$ cat src/hdl/pwm_cycle_regs.vh
// register offsets, field positions and reset values of the pwm cycle configuration block
`ifndef PWM_CYCLE_REGS_VH
`define PWM_CYCLE_REGS_VH
// byte addresses on the register bus
`define CFG_OFFSET 8'h00
`define CMP_HIGH_OFFSET 8'h04
`define CMP_LOW_OFFSET 8'h08
`define MODE_OFFSET 8'h0c
`define IRQ_STATUS_OFFSET 8'h10
`define IRQ_MASK_OFFSET 8'h14
`define CHAN_SEL_OFFSET 8'h18
// printed address of the configuration register, kept for reference
`define CFG_PRINTED_ADDR 8'ha1
// configuration fields
`define CFG_RELOAD_SEL_BIT 7
`define CFG_OVF_IRQ_EN_BIT 6
`define CFG_OVF_FLAG_BIT 5
`define CFG_LEN_SEL_LSB 0
`define CFG_LEN_SEL_MSB 1
`define CFG_RESET 8'h00
// mode register fields: bit0 pwm enable, bit1 16-bit pwm
`define MODE_PWM_BIT 0
`define MODE_PWM16_BIT 1
`define MODE_RESET 2'h0
// interrupt status bit of the cycle overflow event
`define IRQ_OVF_BIT 0
// axi response codes
`define RESP_OKAY 2'h0
`define RESP_SLVERR 2'h2
`endif

$ cat src/hdl/pwm_cycle_config.v
// pwm cycle configuration, overflow flag, interrupt and compare/reload access
// Function
// - Reload-select 0 maps the compare high/low addresses to the compare registers, 1 to reload.
// - Reload registers give the compare reload value in 9, 10 and 11-bit pwm.
// - In any other mode the reload registers have no effect.
// - Interrupt is requested while the overflow flag and its enable are both set; irq also needs irq_mask_r and holds until irq_status_r is cleared.
// - The flag sets when the main counter overflows out of bit 7, 8, 9 or 10.
// - The cycle-length select picks which counter bit drives the flag.
// - Software may set the flag by writing 1; only software clears it by writing 0.
// - Configuration bits 4 to 2 read zero and ignore writes.
// - Length code 00..11 gives 8, 9, 10, 11-bit cycles.
// - The selected length applies to every non-16-bit pwm channel.
// - A 16-bit pwm channel ignores the length select.
// - The configuration register resets to all zero.
//
// Added by the designer: register access over AXI4-Lite.
`timescale 1ns/100ps
`default_nettype none
`include "pwm_cycle_regs.vh"
module pwm_cycle_config
#(
    parameter CHANNELS = 3
)
(
    input wire aclk,
    input wire aresetn,
    input wire ce,
    input wire [15:0] main_counter,
    input wire [7:0] s_axi_awaddr,
    input wire s_axi_awvalid,
    output reg s_axi_awready,
    input wire [31:0] s_axi_wdata,
    input wire [3:0] s_axi_wstrb,
    input wire s_axi_wvalid,
    output reg s_axi_wready,
    output reg [1:0] s_axi_bresp,
    output reg s_axi_bvalid,
    input wire s_axi_bready,
    input wire [7:0] s_axi_araddr,
    input wire s_axi_arvalid,
    output reg s_axi_arready,
    output reg [31:0] s_axi_rdata,
    output reg [1:0] s_axi_rresp,
    output reg s_axi_rvalid,
    input wire s_axi_rready,
    output reg [1:0] cycle_length_r,
    output reg [16*CHANNELS-1:0] compare_value_pair_r,
    output reg irq
);
    reg reload_register_select_r;
    reg cycle_overflow_irq_enable_r;
    reg cycle_overflow_flag_r;
    reg [1:0] cycle_length_select_r;
    reg [2*CHANNELS-1:0] mode_r;
    reg [1:0] chan_r;
    reg irq_status_r;
    reg irq_mask_r;
    reg [7:0] awaddr_r;
    reg [31:0] wdata_r;
    reg [3:0] wstrb_r;
    reg aw_have_r;
    reg w_have_r;
    wire do_write;
    wire wr_cfg;
    wire wr_high;
    wire wr_low;
    wire overflow_pulse;
    wire reload_pulse;
    wire [7:0] rd_high;
    wire [7:0] rd_low;
    wire [16*CHANNELS-1:0] compare_value_pair;
    wire [7:0] cfg_view;
    wire sw_flag_set;
    wire sw_flag_clear;
    wire ovf_irq_out;

    // true when the byte address hits a mapped register
    function mapped;
        input [7:0] a;
        begin
            if (a == `CFG_OFFSET)
                mapped = 1'b1;
            else if (a == `CMP_HIGH_OFFSET)
                mapped = 1'b1;
            else if (a == `CMP_LOW_OFFSET)
                mapped = 1'b1;
            else if (a == `MODE_OFFSET)
                mapped = 1'b1;
            else if (a == `IRQ_STATUS_OFFSET)
                mapped = 1'b1;
            else if (a == `IRQ_MASK_OFFSET)
                mapped = 1'b1;
            else if (a == `CHAN_SEL_OFFSET)
                mapped = 1'b1;
            else
                mapped = 1'b0;
        end
    endfunction

    cycle_overflow_detect i_cycle_overflow_detect
    (
        .aclk(aclk),
        .aresetn(aresetn),
        .ce(ce),
        .main_counter(main_counter),
        .cycle_length_select(cycle_length_select_r),
        .overflow_pulse(overflow_pulse)
    );

    compare_bank #(.CHANNELS(CHANNELS)) i_compare_bank
    (
        .aclk(aclk),
        .aresetn(aresetn),
        .ce(ce),
        .chan(chan_r),
        .reload_register_select(reload_register_select_r),
        .wr_high(wr_high),
        .wr_low(wr_low),
        .wdata(wdata_r[7:0]),
        .mode(mode_r),
        .overflow_pulse(reload_pulse),
        .rd_high(rd_high),
        .rd_low(rd_low),
        .compare_value_pair(compare_value_pair)
    );

    // write fires once both address and data are held; byte lane 0 carries the data
    assign do_write = aw_have_r & w_have_r & ~s_axi_bvalid & ce;
    assign wr_cfg = do_write & (awaddr_r == `CFG_OFFSET) & wstrb_r[0];
    assign wr_high = do_write & (awaddr_r == `CMP_HIGH_OFFSET) & wstrb_r[0];
    assign wr_low = do_write & (awaddr_r == `CMP_LOW_OFFSET) & wstrb_r[0];
    assign sw_flag_set = wr_cfg & wdata_r[`CFG_OVF_FLAG_BIT];
    assign sw_flag_clear = wr_cfg & ~wdata_r[`CFG_OVF_FLAG_BIT];

    // unused bits 4:2 are forced to zero on read
    assign cfg_view = {reload_register_select_r, cycle_overflow_irq_enable_r,
        cycle_overflow_flag_r, 3'h0, cycle_length_select_r};

    assign ovf_irq_out = cycle_overflow_flag_r & cycle_overflow_irq_enable_r;

    // 8-bit cycles never reload; the flag itself still sets at every length
    assign reload_pulse = overflow_pulse & (cycle_length_select_r != 2'h0);

    // write channels: accept each independently, answer after both
    always @(posedge aclk)
    begin
        if (!aresetn)
        begin
            s_axi_awready <= 1'b0;
            s_axi_wready <= 1'b0;
            s_axi_bvalid <= 1'b0;
            s_axi_bresp <= `RESP_OKAY;
            aw_have_r <= 1'b0;
            w_have_r <= 1'b0;
            awaddr_r <= 8'h00;
            wdata_r <= 32'h00000000;
            wstrb_r <= 4'h0;
        end
        else if (ce)
        begin
            s_axi_awready <= 1'b0;
            s_axi_wready <= 1'b0;
            if (s_axi_awvalid && !aw_have_r && !s_axi_awready)
            begin
                s_axi_awready <= 1'b1;
                aw_have_r <= 1'b1;
                awaddr_r <= s_axi_awaddr;
            end
            if (s_axi_wvalid && !w_have_r && !s_axi_wready)
            begin
                s_axi_wready <= 1'b1;
                w_have_r <= 1'b1;
                wdata_r <= s_axi_wdata;
                wstrb_r <= s_axi_wstrb;
            end
            if (do_write)
            begin
                s_axi_bvalid <= 1'b1;
                s_axi_bresp <= mapped(awaddr_r) ? `RESP_OKAY : `RESP_SLVERR;
            end
            else if (s_axi_bvalid && s_axi_bready)
            begin
                s_axi_bvalid <= 1'b0;
                aw_have_r <= 1'b0;
                w_have_r <= 1'b0;
            end
        end
    end

    // read channel: one read at a time, answer one cycle after the address
    always @(posedge aclk)
    begin
        if (!aresetn)
        begin
            s_axi_arready <= 1'b0;
            s_axi_rvalid <= 1'b0;
            s_axi_rdata <= 32'h00000000;
            s_axi_rresp <= `RESP_OKAY;
        end
        else if (ce)
        begin
            s_axi_arready <= 1'b0;
            if (s_axi_arvalid && !s_axi_rvalid && !s_axi_arready)
            begin
                s_axi_arready <= 1'b1;
                s_axi_rvalid <= 1'b1;
                s_axi_rresp <= `RESP_OKAY;
                if (s_axi_araddr == `CFG_OFFSET)
                    s_axi_rdata <= {24'h000000, cfg_view};
                else if (s_axi_araddr == `CMP_HIGH_OFFSET)
                    s_axi_rdata <= {24'h000000, rd_high};
                else if (s_axi_araddr == `CMP_LOW_OFFSET)
                    s_axi_rdata <= {24'h000000, rd_low};
                else if (s_axi_araddr == `MODE_OFFSET)
                    s_axi_rdata <= {{(32-2*CHANNELS){1'b0}}, mode_r};
                else if (s_axi_araddr == `IRQ_STATUS_OFFSET)
                    s_axi_rdata <= {31'h00000000, irq_status_r};
                else if (s_axi_araddr == `IRQ_MASK_OFFSET)
                    s_axi_rdata <= {31'h00000000, irq_mask_r};
                else if (s_axi_araddr == `CHAN_SEL_OFFSET)
                    s_axi_rdata <= {30'h00000000, chan_r};
                else
                begin
                    s_axi_rdata <= 32'h00000000;
                    s_axi_rresp <= `RESP_SLVERR;
                end
            end
            else if (s_axi_rvalid && s_axi_rready)
                s_axi_rvalid <= 1'b0;
        end
    end

    // configuration register and the sticky cycle overflow flag
    always @(posedge aclk)
    begin
        if (!aresetn)
        begin
            reload_register_select_r <= 1'b0;
            cycle_overflow_irq_enable_r <= 1'b0;
            cycle_overflow_flag_r <= 1'b0;
            cycle_length_select_r <= 2'h0;
        end
        else if (ce)
        begin
            if (wr_cfg)
            begin
                reload_register_select_r <= wdata_r[`CFG_RELOAD_SEL_BIT];
                cycle_overflow_irq_enable_r <= wdata_r[`CFG_OVF_IRQ_EN_BIT];
                cycle_length_select_r <= wdata_r[`CFG_LEN_SEL_MSB:`CFG_LEN_SEL_LSB];
            end
            // hardware set beats a same-cycle software clear
            if (overflow_pulse || sw_flag_set)
                cycle_overflow_flag_r <= 1'b1;
            else if (sw_flag_clear)
                cycle_overflow_flag_r <= 1'b0;
        end
    end

    // mode, channel select, interrupt status (write one to clear) and mask
    always @(posedge aclk)
    begin
        if (!aresetn)
        begin
            mode_r <= {(2*CHANNELS){1'b0}};
            chan_r <= 2'h0;
            irq_status_r <= 1'b0;
            irq_mask_r <= 1'b0;
        end
        else if (ce)
        begin
            if (do_write && awaddr_r == `MODE_OFFSET && wstrb_r[0])
                mode_r <= wdata_r[2*CHANNELS-1:0];
            if (do_write && awaddr_r == `CHAN_SEL_OFFSET && wstrb_r[0])
                chan_r <= wdata_r[1:0];
            if (do_write && awaddr_r == `IRQ_MASK_OFFSET && wstrb_r[0])
                irq_mask_r <= wdata_r[`IRQ_OVF_BIT];
            // event wins over a write-one clear in the same cycle
            if (ovf_irq_out)
                irq_status_r <= 1'b1;
            else if (do_write && awaddr_r == `IRQ_STATUS_OFFSET && wstrb_r[0]
                && wdata_r[`IRQ_OVF_BIT])
                irq_status_r <= 1'b0;
        end
    end

    // registered outputs, so every port leaves from a flip-flop; irq lags status by a cycle
    always @(posedge aclk)
    begin
        if (!aresetn)
        begin
            irq <= 1'b0;
            cycle_length_r <= 2'h0;
            compare_value_pair_r <= {(16*CHANNELS){1'b0}};
        end
        else if (ce)
        begin
            irq <= irq_status_r & irq_mask_r;
            cycle_length_r <= cycle_length_select_r;
            compare_value_pair_r <= compare_value_pair;
        end
    end
endmodule
`default_nettype wire

$ cat src/hdl/cycle_overflow_detect.v
// picks the counter bit whose carry marks the end of a pwm cycle
`timescale 1ns/100ps
`default_nettype none
module cycle_overflow_detect
(
    input wire aclk,
    input wire aresetn,
    input wire ce,
    input wire [15:0] main_counter,
    input wire [1:0] cycle_length_select,
    output wire overflow_pulse
);
    reg prev_bit_r;
    wire sel_bit;

    // 00 selects bit 7 (8 bits) up to 11 selecting bit 10 (11 bits)
    assign sel_bit = main_counter[{2'h0, cycle_length_select} + 4'h7];

    // remember last value of the selected bit to find its falling edge
    always @(posedge aclk)
    begin
        if (!aresetn)
            prev_bit_r <= 1'b0;
        else if (ce)
            prev_bit_r <= sel_bit;
    end

    // overflow out of the selected bit is its 1 to 0 transition
    assign overflow_pulse = ce & prev_bit_r & ~sel_bit;
endmodule
`default_nettype wire

$ cat src/hdl/compare_bank.v
// per-channel compare and auto-reload storage with the reload-at-cycle-end behaviour
`timescale 1ns/100ps
`default_nettype none
module compare_bank
#(
    parameter CHANNELS = 3
)
(
    input wire aclk,
    input wire aresetn,
    input wire ce,
    input wire [1:0] chan,
    input wire reload_register_select,
    input wire wr_high,
    input wire wr_low,
    input wire [7:0] wdata,
    input wire [2*CHANNELS-1:0] mode,
    input wire overflow_pulse,
    output reg [7:0] rd_high,
    output reg [7:0] rd_low,
    output wire [16*CHANNELS-1:0] compare_value_pair
);
    reg [15:0] cmp_r [0:CHANNELS-1];
    reg [15:0] reload_r [0:CHANNELS-1];
    integer i;

    genvar g;
    generate
        for (g = 0; g < CHANNELS; g = g + 1)
        begin : g_out
            assign compare_value_pair[16*g+15:16*g] = cmp_r[g];
        end
    endgenerate

    // software access goes to compare or reload storage by the select bit
    always @(posedge aclk)
    begin
        if (!aresetn)
        begin
            for (i = 0; i < CHANNELS; i = i + 1)
            begin
                cmp_r[i] <= 16'h0000;
                reload_r[i] <= 16'h0000;
            end
        end
        else if (ce)
        begin
            for (i = 0; i < CHANNELS; i = i + 1)
            begin
                // reload only in 9..11-bit pwm; 16-bit and other modes ignore it
                if (overflow_pulse && mode[2*i] && !mode[2*i+1])
                    cmp_r[i] <= reload_r[i];
                if (chan == i[1:0])
                begin
                    if (reload_register_select)
                    begin
                        if (wr_high)
                            reload_r[i][15:8] <= wdata;
                        if (wr_low)
                            reload_r[i][7:0] <= wdata;
                    end
                    else
                    begin
                        if (wr_high)
                            cmp_r[i][15:8] <= wdata;
                        if (wr_low)
                            cmp_r[i][7:0] <= wdata;
                    end
                end
            end
        end
    end

    // read mux; unknown channel reads zero
    always @*
    begin
        rd_high = 8'h00;
        rd_low = 8'h00;
        for (i = 0; i < CHANNELS; i = i + 1)
        begin
            if (chan == i[1:0])
            begin
                rd_high = reload_register_select ? reload_r[i][15:8] : cmp_r[i][15:8];
                rd_low = reload_register_select ? reload_r[i][7:0] : cmp_r[i][7:0];
            end
        end
    end
endmodule
`default_nettype wire

$ cat config.mk
export PLATFORM = sky130hd
export DESIGN_NAME = pwm_cycle_config
export DESIGN_NICKNAME = d
export VERILOG_FILES = /design/src/hdl/pwm_cycle_config.v /design/src/hdl/cycle_overflow_detect.v /design/src/hdl/compare_bank.v
export VERILOG_INCLUDE_DIRS = /design/src /design/src/hdl
export SDC_FILE = /design/constraint.sdc
export NUM_CORES = 1
export LEC_CHECK = 0
export BUFFER_PORTS_ARGS = -buffer_cell sky130_fd_sc_hd__buf_2
export CAP_MARGIN = 20
export CELL_PAD_IN_SITES_DETAIL_PLACEMENT = 1
export CELL_PAD_IN_SITES_GLOBAL_PLACEMENT = 1
export CORE_ASPECT_RATIO = 0.7
export CORE_MARGIN = 10
export CORE_UTILIZATION = 44
export DETAILED_ROUTE_END_ITERATION = 6
export GPL_ROUTABILITY_DRIVEN = 0
export GPL_TIMING_DRIVEN = 0
export PLACE_DENSITY = 0.85
export SYNTH_ARGS = -nofsm -noshare
export SYNTH_HDL_FRONTEND = slang
export SYNTH_SLANG_ARGS = --single-unit
$ cat constraint.sdc
create_clock -name aclk -period 3.3 [get_ports aclk]
set_input_delay 0.66 -clock aclk [delete_from_list [all_inputs] [get_ports aclk]]
set_output_delay 0.66 -clock aclk [all_outputs]
set_load 0.03 [all_outputs]
# --- After elaboration in Yosys (flattened, before gate mapping) ---
# Memories as Yosys holds them, arrays and structs flattened.
# Cells that the tools add are included.
totals:
  register_bits: 127
  ram_bits: 96
  in_bits: 76
  out_inout_bits: 92
  wordCells: 268
  memories: 2
memory_table:
  columns: ["memory", "words", "width", "rd", "rd_ports_with_merged_regs", "wr", "line", "text"]
  rows:
  - ["i_compare_bank.cmp_r", 3, 16, 3, 0, 3, "compare_bank.v:23", "reg [15:0] cmp_r [0:CHANNELS-1];"]
  - ["i_compare_bank.reload_r", 3, 16, 3, 0, 3, "compare_bank.v:24", "reg [15:0] reload_r [0:CHANNELS-1];"]
classes:
  addsub: 1
  magnitude_cmp: 1
  eq_ne: 14
  muxes: 138
  bitwise_logic: 34
  n_reduce_logical: 53
op_table:
  columns: ["cell", "count"]
  rows:
  - ["two-way mux 8 bit", 27]
  - ["two-way mux 1 bit", 95]
  - ["equality test 8 x 5 -> 1 bit (second input constant)", 6]
  - ["two-way mux 16 bit", 3]
  - ["equality test 8 x 4 -> 1 bit (second input constant)", 4]
  - ["AND reduction 2 bit", 12]
  - ["logical AND 1 bit", 23]
  - ["two-way mux 2 bit", 11]
  - ["AND 1 bit", 16]
  - ["equality test 8 x 3 -> 1 bit (second input constant)", 2]
  - ["zero test 8 bit", 2]
  - ["bitwise OR 1 bit", 15]
  - ["nonzero test 2 bit", 5]
  - ["zero test 1 bit", 9]
  - ["two-way mux 6 bit", 1]
  - ["less-than comparator 4 x 5 -> 1 bit (second input constant)", 1]
  - ["adder 2 x 3 -> 4 bit (second input constant)", 1]
  - ["binary-select mux 1 bit (select 4 bit)", 1]
  - ["NOT 1 bit", 3]
  - ["equality test 2 x 1 -> 1 bit (second input constant)", 1]
  - ["equality test 2 bit (second input constant)", 1]
  - ["zero test 2 bit", 1]
  - ["logical OR 1 bit", 1]

# --- Depth between registers and ports, before layout ---
logic_depth:
  word_depth: 14
  ltp_mapped: 9
  ltp_nobuf: 7

# --- Cells and area by module ---
# From an unflattened synthesis, not the netlist that was laid out.
hier_totals:
  hier_cells: 861
  hier_area_um2: 9193.8
by_module_without_submodules:
  columns: ["mod", "n_inst", "cells_per_inst", "area_per_inst_um2", "seq_area_each_um2"]
  rows:
  - ["compare_bank", 1, 396, 4823.4, 2882.8]
  - ["pwm_cycle_config", 1, 452, 4232.8, 2001.9]
  - ["cycle_overflow_detect", 1, 13, 137.6, 20.0]

# --- Worst setup path before layout ---
# Ideal clock, no wire load.
synth_path:
  path_kind: "input to register"
  from: "input ce"
  to: "memory i_compare_bank.reload_r[2][10], enable pin"
  setup_ps: 387
  arrival_ps: 2294
  required_ps: 2913
  setup_slack_ps: 619
  path_stages: 6
  path_buffers: 2
  path_cell_list: "buf_2 -> and4b_1 -> and2_1 -> buf_4 -> nand4_1 -> o31ai_1"
synth_lines:
  columns: ["element", "line", "text"]
  rows:
  - ["start: declaration", "pwm_cycle_config.v:27", "input wire ce,"]
  - ["end: declaration", "compare_bank.v:24", null]

==> reports/results.ini <==
[cells_and_area]
mostFrequentLayoutCells = 125 x mux2i_1, 124 x buf_2, 102 x nand2_1
diodes = 0
final_util_pct = 52.16
design_area_um2 = 10830
final_common_cell = mux2i_1
nets = 1083
area_growth_pct = 16.66
fin_cells = 1295
post_route_cells_drive_above_1_share_pct = 20.41

[hold_path]
hold_depth = 3
hp-class = in2reg

[timing]
setup_viol = 0
maxSlewViolCount = 0
fin_crit_sh_pct = 93.75
rsz0062_at_grt = no
final.setup_skew_ns = 0.01038
worst_slew_pin_slew_ns = 1.037
fin_hold_ws_ns = 0.4472
slew_headroom_pct = 30.85
hold_violations = 0
finalCriticalPeriod_ns = 3.094
fmax_mhz = 323.2
tns_ns = 0
setup_ws_ns = 0.2062

[floorplan]
initial_core_util_pct = 44.71
io_pins = 168
placementRows = 44
core_um2 = 20750
die_x_um = 193.6
die_h_um = 141.5
dieArea_um2 = 27390

[flow_run]
max-cap-violations = 0

[route]
wl_per_cell_um = 24.75
viasPerCell = 5.768
postRouteAntennaNets = 0
drt_iter0_markers = 880
drc = 0
vias = 7469
drt_pass1_iterations = 7
routed_wl_um = 32060

[clock_network]
clkSlewWorstSetupHoldPaths_ns = 0.07
clk_path_buf_depth = 2
post_cts_buffers = 0
clock-sinks = 197
hold_buffers = 0
cts_tree = yes
cts_made_buffers = 17
cts-root-buf = clkbuf_16
ctsResizeCount = 0
htreeDepth = 4
clk_latency_ns = 0.46

[synth]
ys_warn_count = 0
syn_area_um2 = 9280
async_reset_ff_share_pct = 0
ys_seq_area_share_pct = 52.85
ys_types = 63
synth_edf_count = 96
syn_inst = 853
syn_avg_cell_area_um2 = 10.88
ys_ff_latch = 197
ys_dominant_reg_cell = dfxtp_1

[placed_design]
dpl_cell_area_um2 = 10260
io_buffers = 104
hpwl_um = 23780
post-place-ws_ns = -0.4164
place_inst = 1261

[critical_path]
r2r_cells = 5
cp.arrival_ns = 3.25
crit_path_max_fanout = 10
cp.required_ns = 3.46
startpoint_type = flop
path_class = reg2reg
cp-end-kind = flop

[power_and_ir_drop]
total_power_mw = 5.234
power_density_nw_per_um2 = 483.4
ir_drop_mv = 0.3525
p_leak_nw = 4.262

[grt]
grt_pass1_vias = 7510
antenna_found_initial = 1
grt_pass1_wl_um = 47410
track_usage_pct = 22.72
grt_max_degree = 18
grt-ovfl-total = 0

[run_status]
status = complete, no violations

-- layer usage --
layer	global-route usage, %	share of wire, %	wire length [µm]	vias up
met2	34.39	44	14180	408
met5	0	0	0	-
met1	30.37	43	13640	3715
met3	7.015	11	3614	54
met4	7.201	1.9	620	0
li1	-	-	-	3292
-- path summary, 6_finish.rpt --
kind,startpoint,to,slack [ns]
max,reload_register_select_r$_SDFFE_PN0P_,i_compare_bank.reload_r[1][9]$_DFFE_PP_,0.21
min reg2reg,s_axi_rdata[6]$_SDFFE_PN0P_,s_axi_rdata[6]$_SDFFE_PN0P_,0.48
min,s_axi_wstrb[0],wstrb_r[0]$_SDFFE_PN0P_,0.45
max reg2reg,reload_register_select_r$_SDFFE_PN0P_,i_compare_bank.reload_r[1][9]$_DFFE_PP_,0.21
-- synthesized netlist by cell type (4+ instances only) --
library cell | number | share of area, %
and2_1 | 20 | 1.3
nand2b_1 | 8 | 0.54
nand3_1 | 10 | 0.54
mux2_2 | 5 | 0.61
mux4_2 | 5 | 1.2
and4_1 | 4 | 0.38
clkbuf_1 | 36 | 1.5
a221oi_1 | 4 | 0.38
a21boi_0 | 17 | 1.4
buf_2 | 16 | 0.86
o221ai_1 | 4 | 0.38
mux2i_1 | 125 | 13
nand4_1 | 7 | 0.47
buf_1 | 7 | 0.28
nor2b_1 | 79 | 5.3
a21oi_1 | 28 | 1.5
o22a_1 | 4 | 0.38
buf_4 | 29 | 2.3
nor2_1 | 38 | 1.5
and3_1 | 5 | 0.34
dfxtp_1 | 101 | 22
nand2_1 | 102 | 4.1
edfxtp_1 | 96 | 31
o22ai_1 | 9 | 0.61
o21ai_0 | 34 | 1.8
-- logic make-up after synthesis --
group                    after synthesis  share of synthesized area (%)
buffers and inverters                 92                          5.191
AND/OR/NAND/NOR                      304                          17.96
flip-flops                           197                          52.85
multiplexers                         135                          15.30
adder cells (fa/ha/maj)                1                         0.1348
XOR/XNOR                               1                        0.09440
other                                  1                        0.04041
AO/OA/AOI/OAI                        122                          8.426
-- registers in the layout, summed over array words and instances (netlist names), 2 cells and up --
| signal | cells |
|---|---|
| awaddr_r | 8 |
| chan_r | 2 |
| compare_value_pair_r | 48 |
| cycle_length_r | 2 |
| cycle_length_select_r | 2 |
| i_compare_bank.cmp_r | 48 |
| i_compare_bank.reload_r | 48 |
| mode_r | 6 |
| s_axi_rdata | 8 |
| wdata_r | 8 |
-- critical path, cell delays in order, from the launching register on --
cell and delay, ns:
dfxtp_1 0.53, buf_4 0.30, buf_1 0.70, nand4_1 0.42, o21ai_0 0.54, buf_2 0.29
-- power breakdown --
group | internal (mW) | leakage [nW] | switching (mW)
logic | 0.164 | 2.19 | 0.329
registers | 2.64 | 1.81 | 0.0592
clock network | 1.04 | 0.261 | 0.998
-- layout make-up --
cell class,instances,area (µm²)
Timing Repair Buffer,109,548.0
Buffer,89,470.5
Sequential cell,197,4905
Fill cell,2291,9928
Multi-Input combinational cell,589,3988
Clock buffer,18,429.2
Inverter,3,11.26
Tap cell,276,345.3
Clock inverter,14,130.1
(Power assumes the default switching activity.)
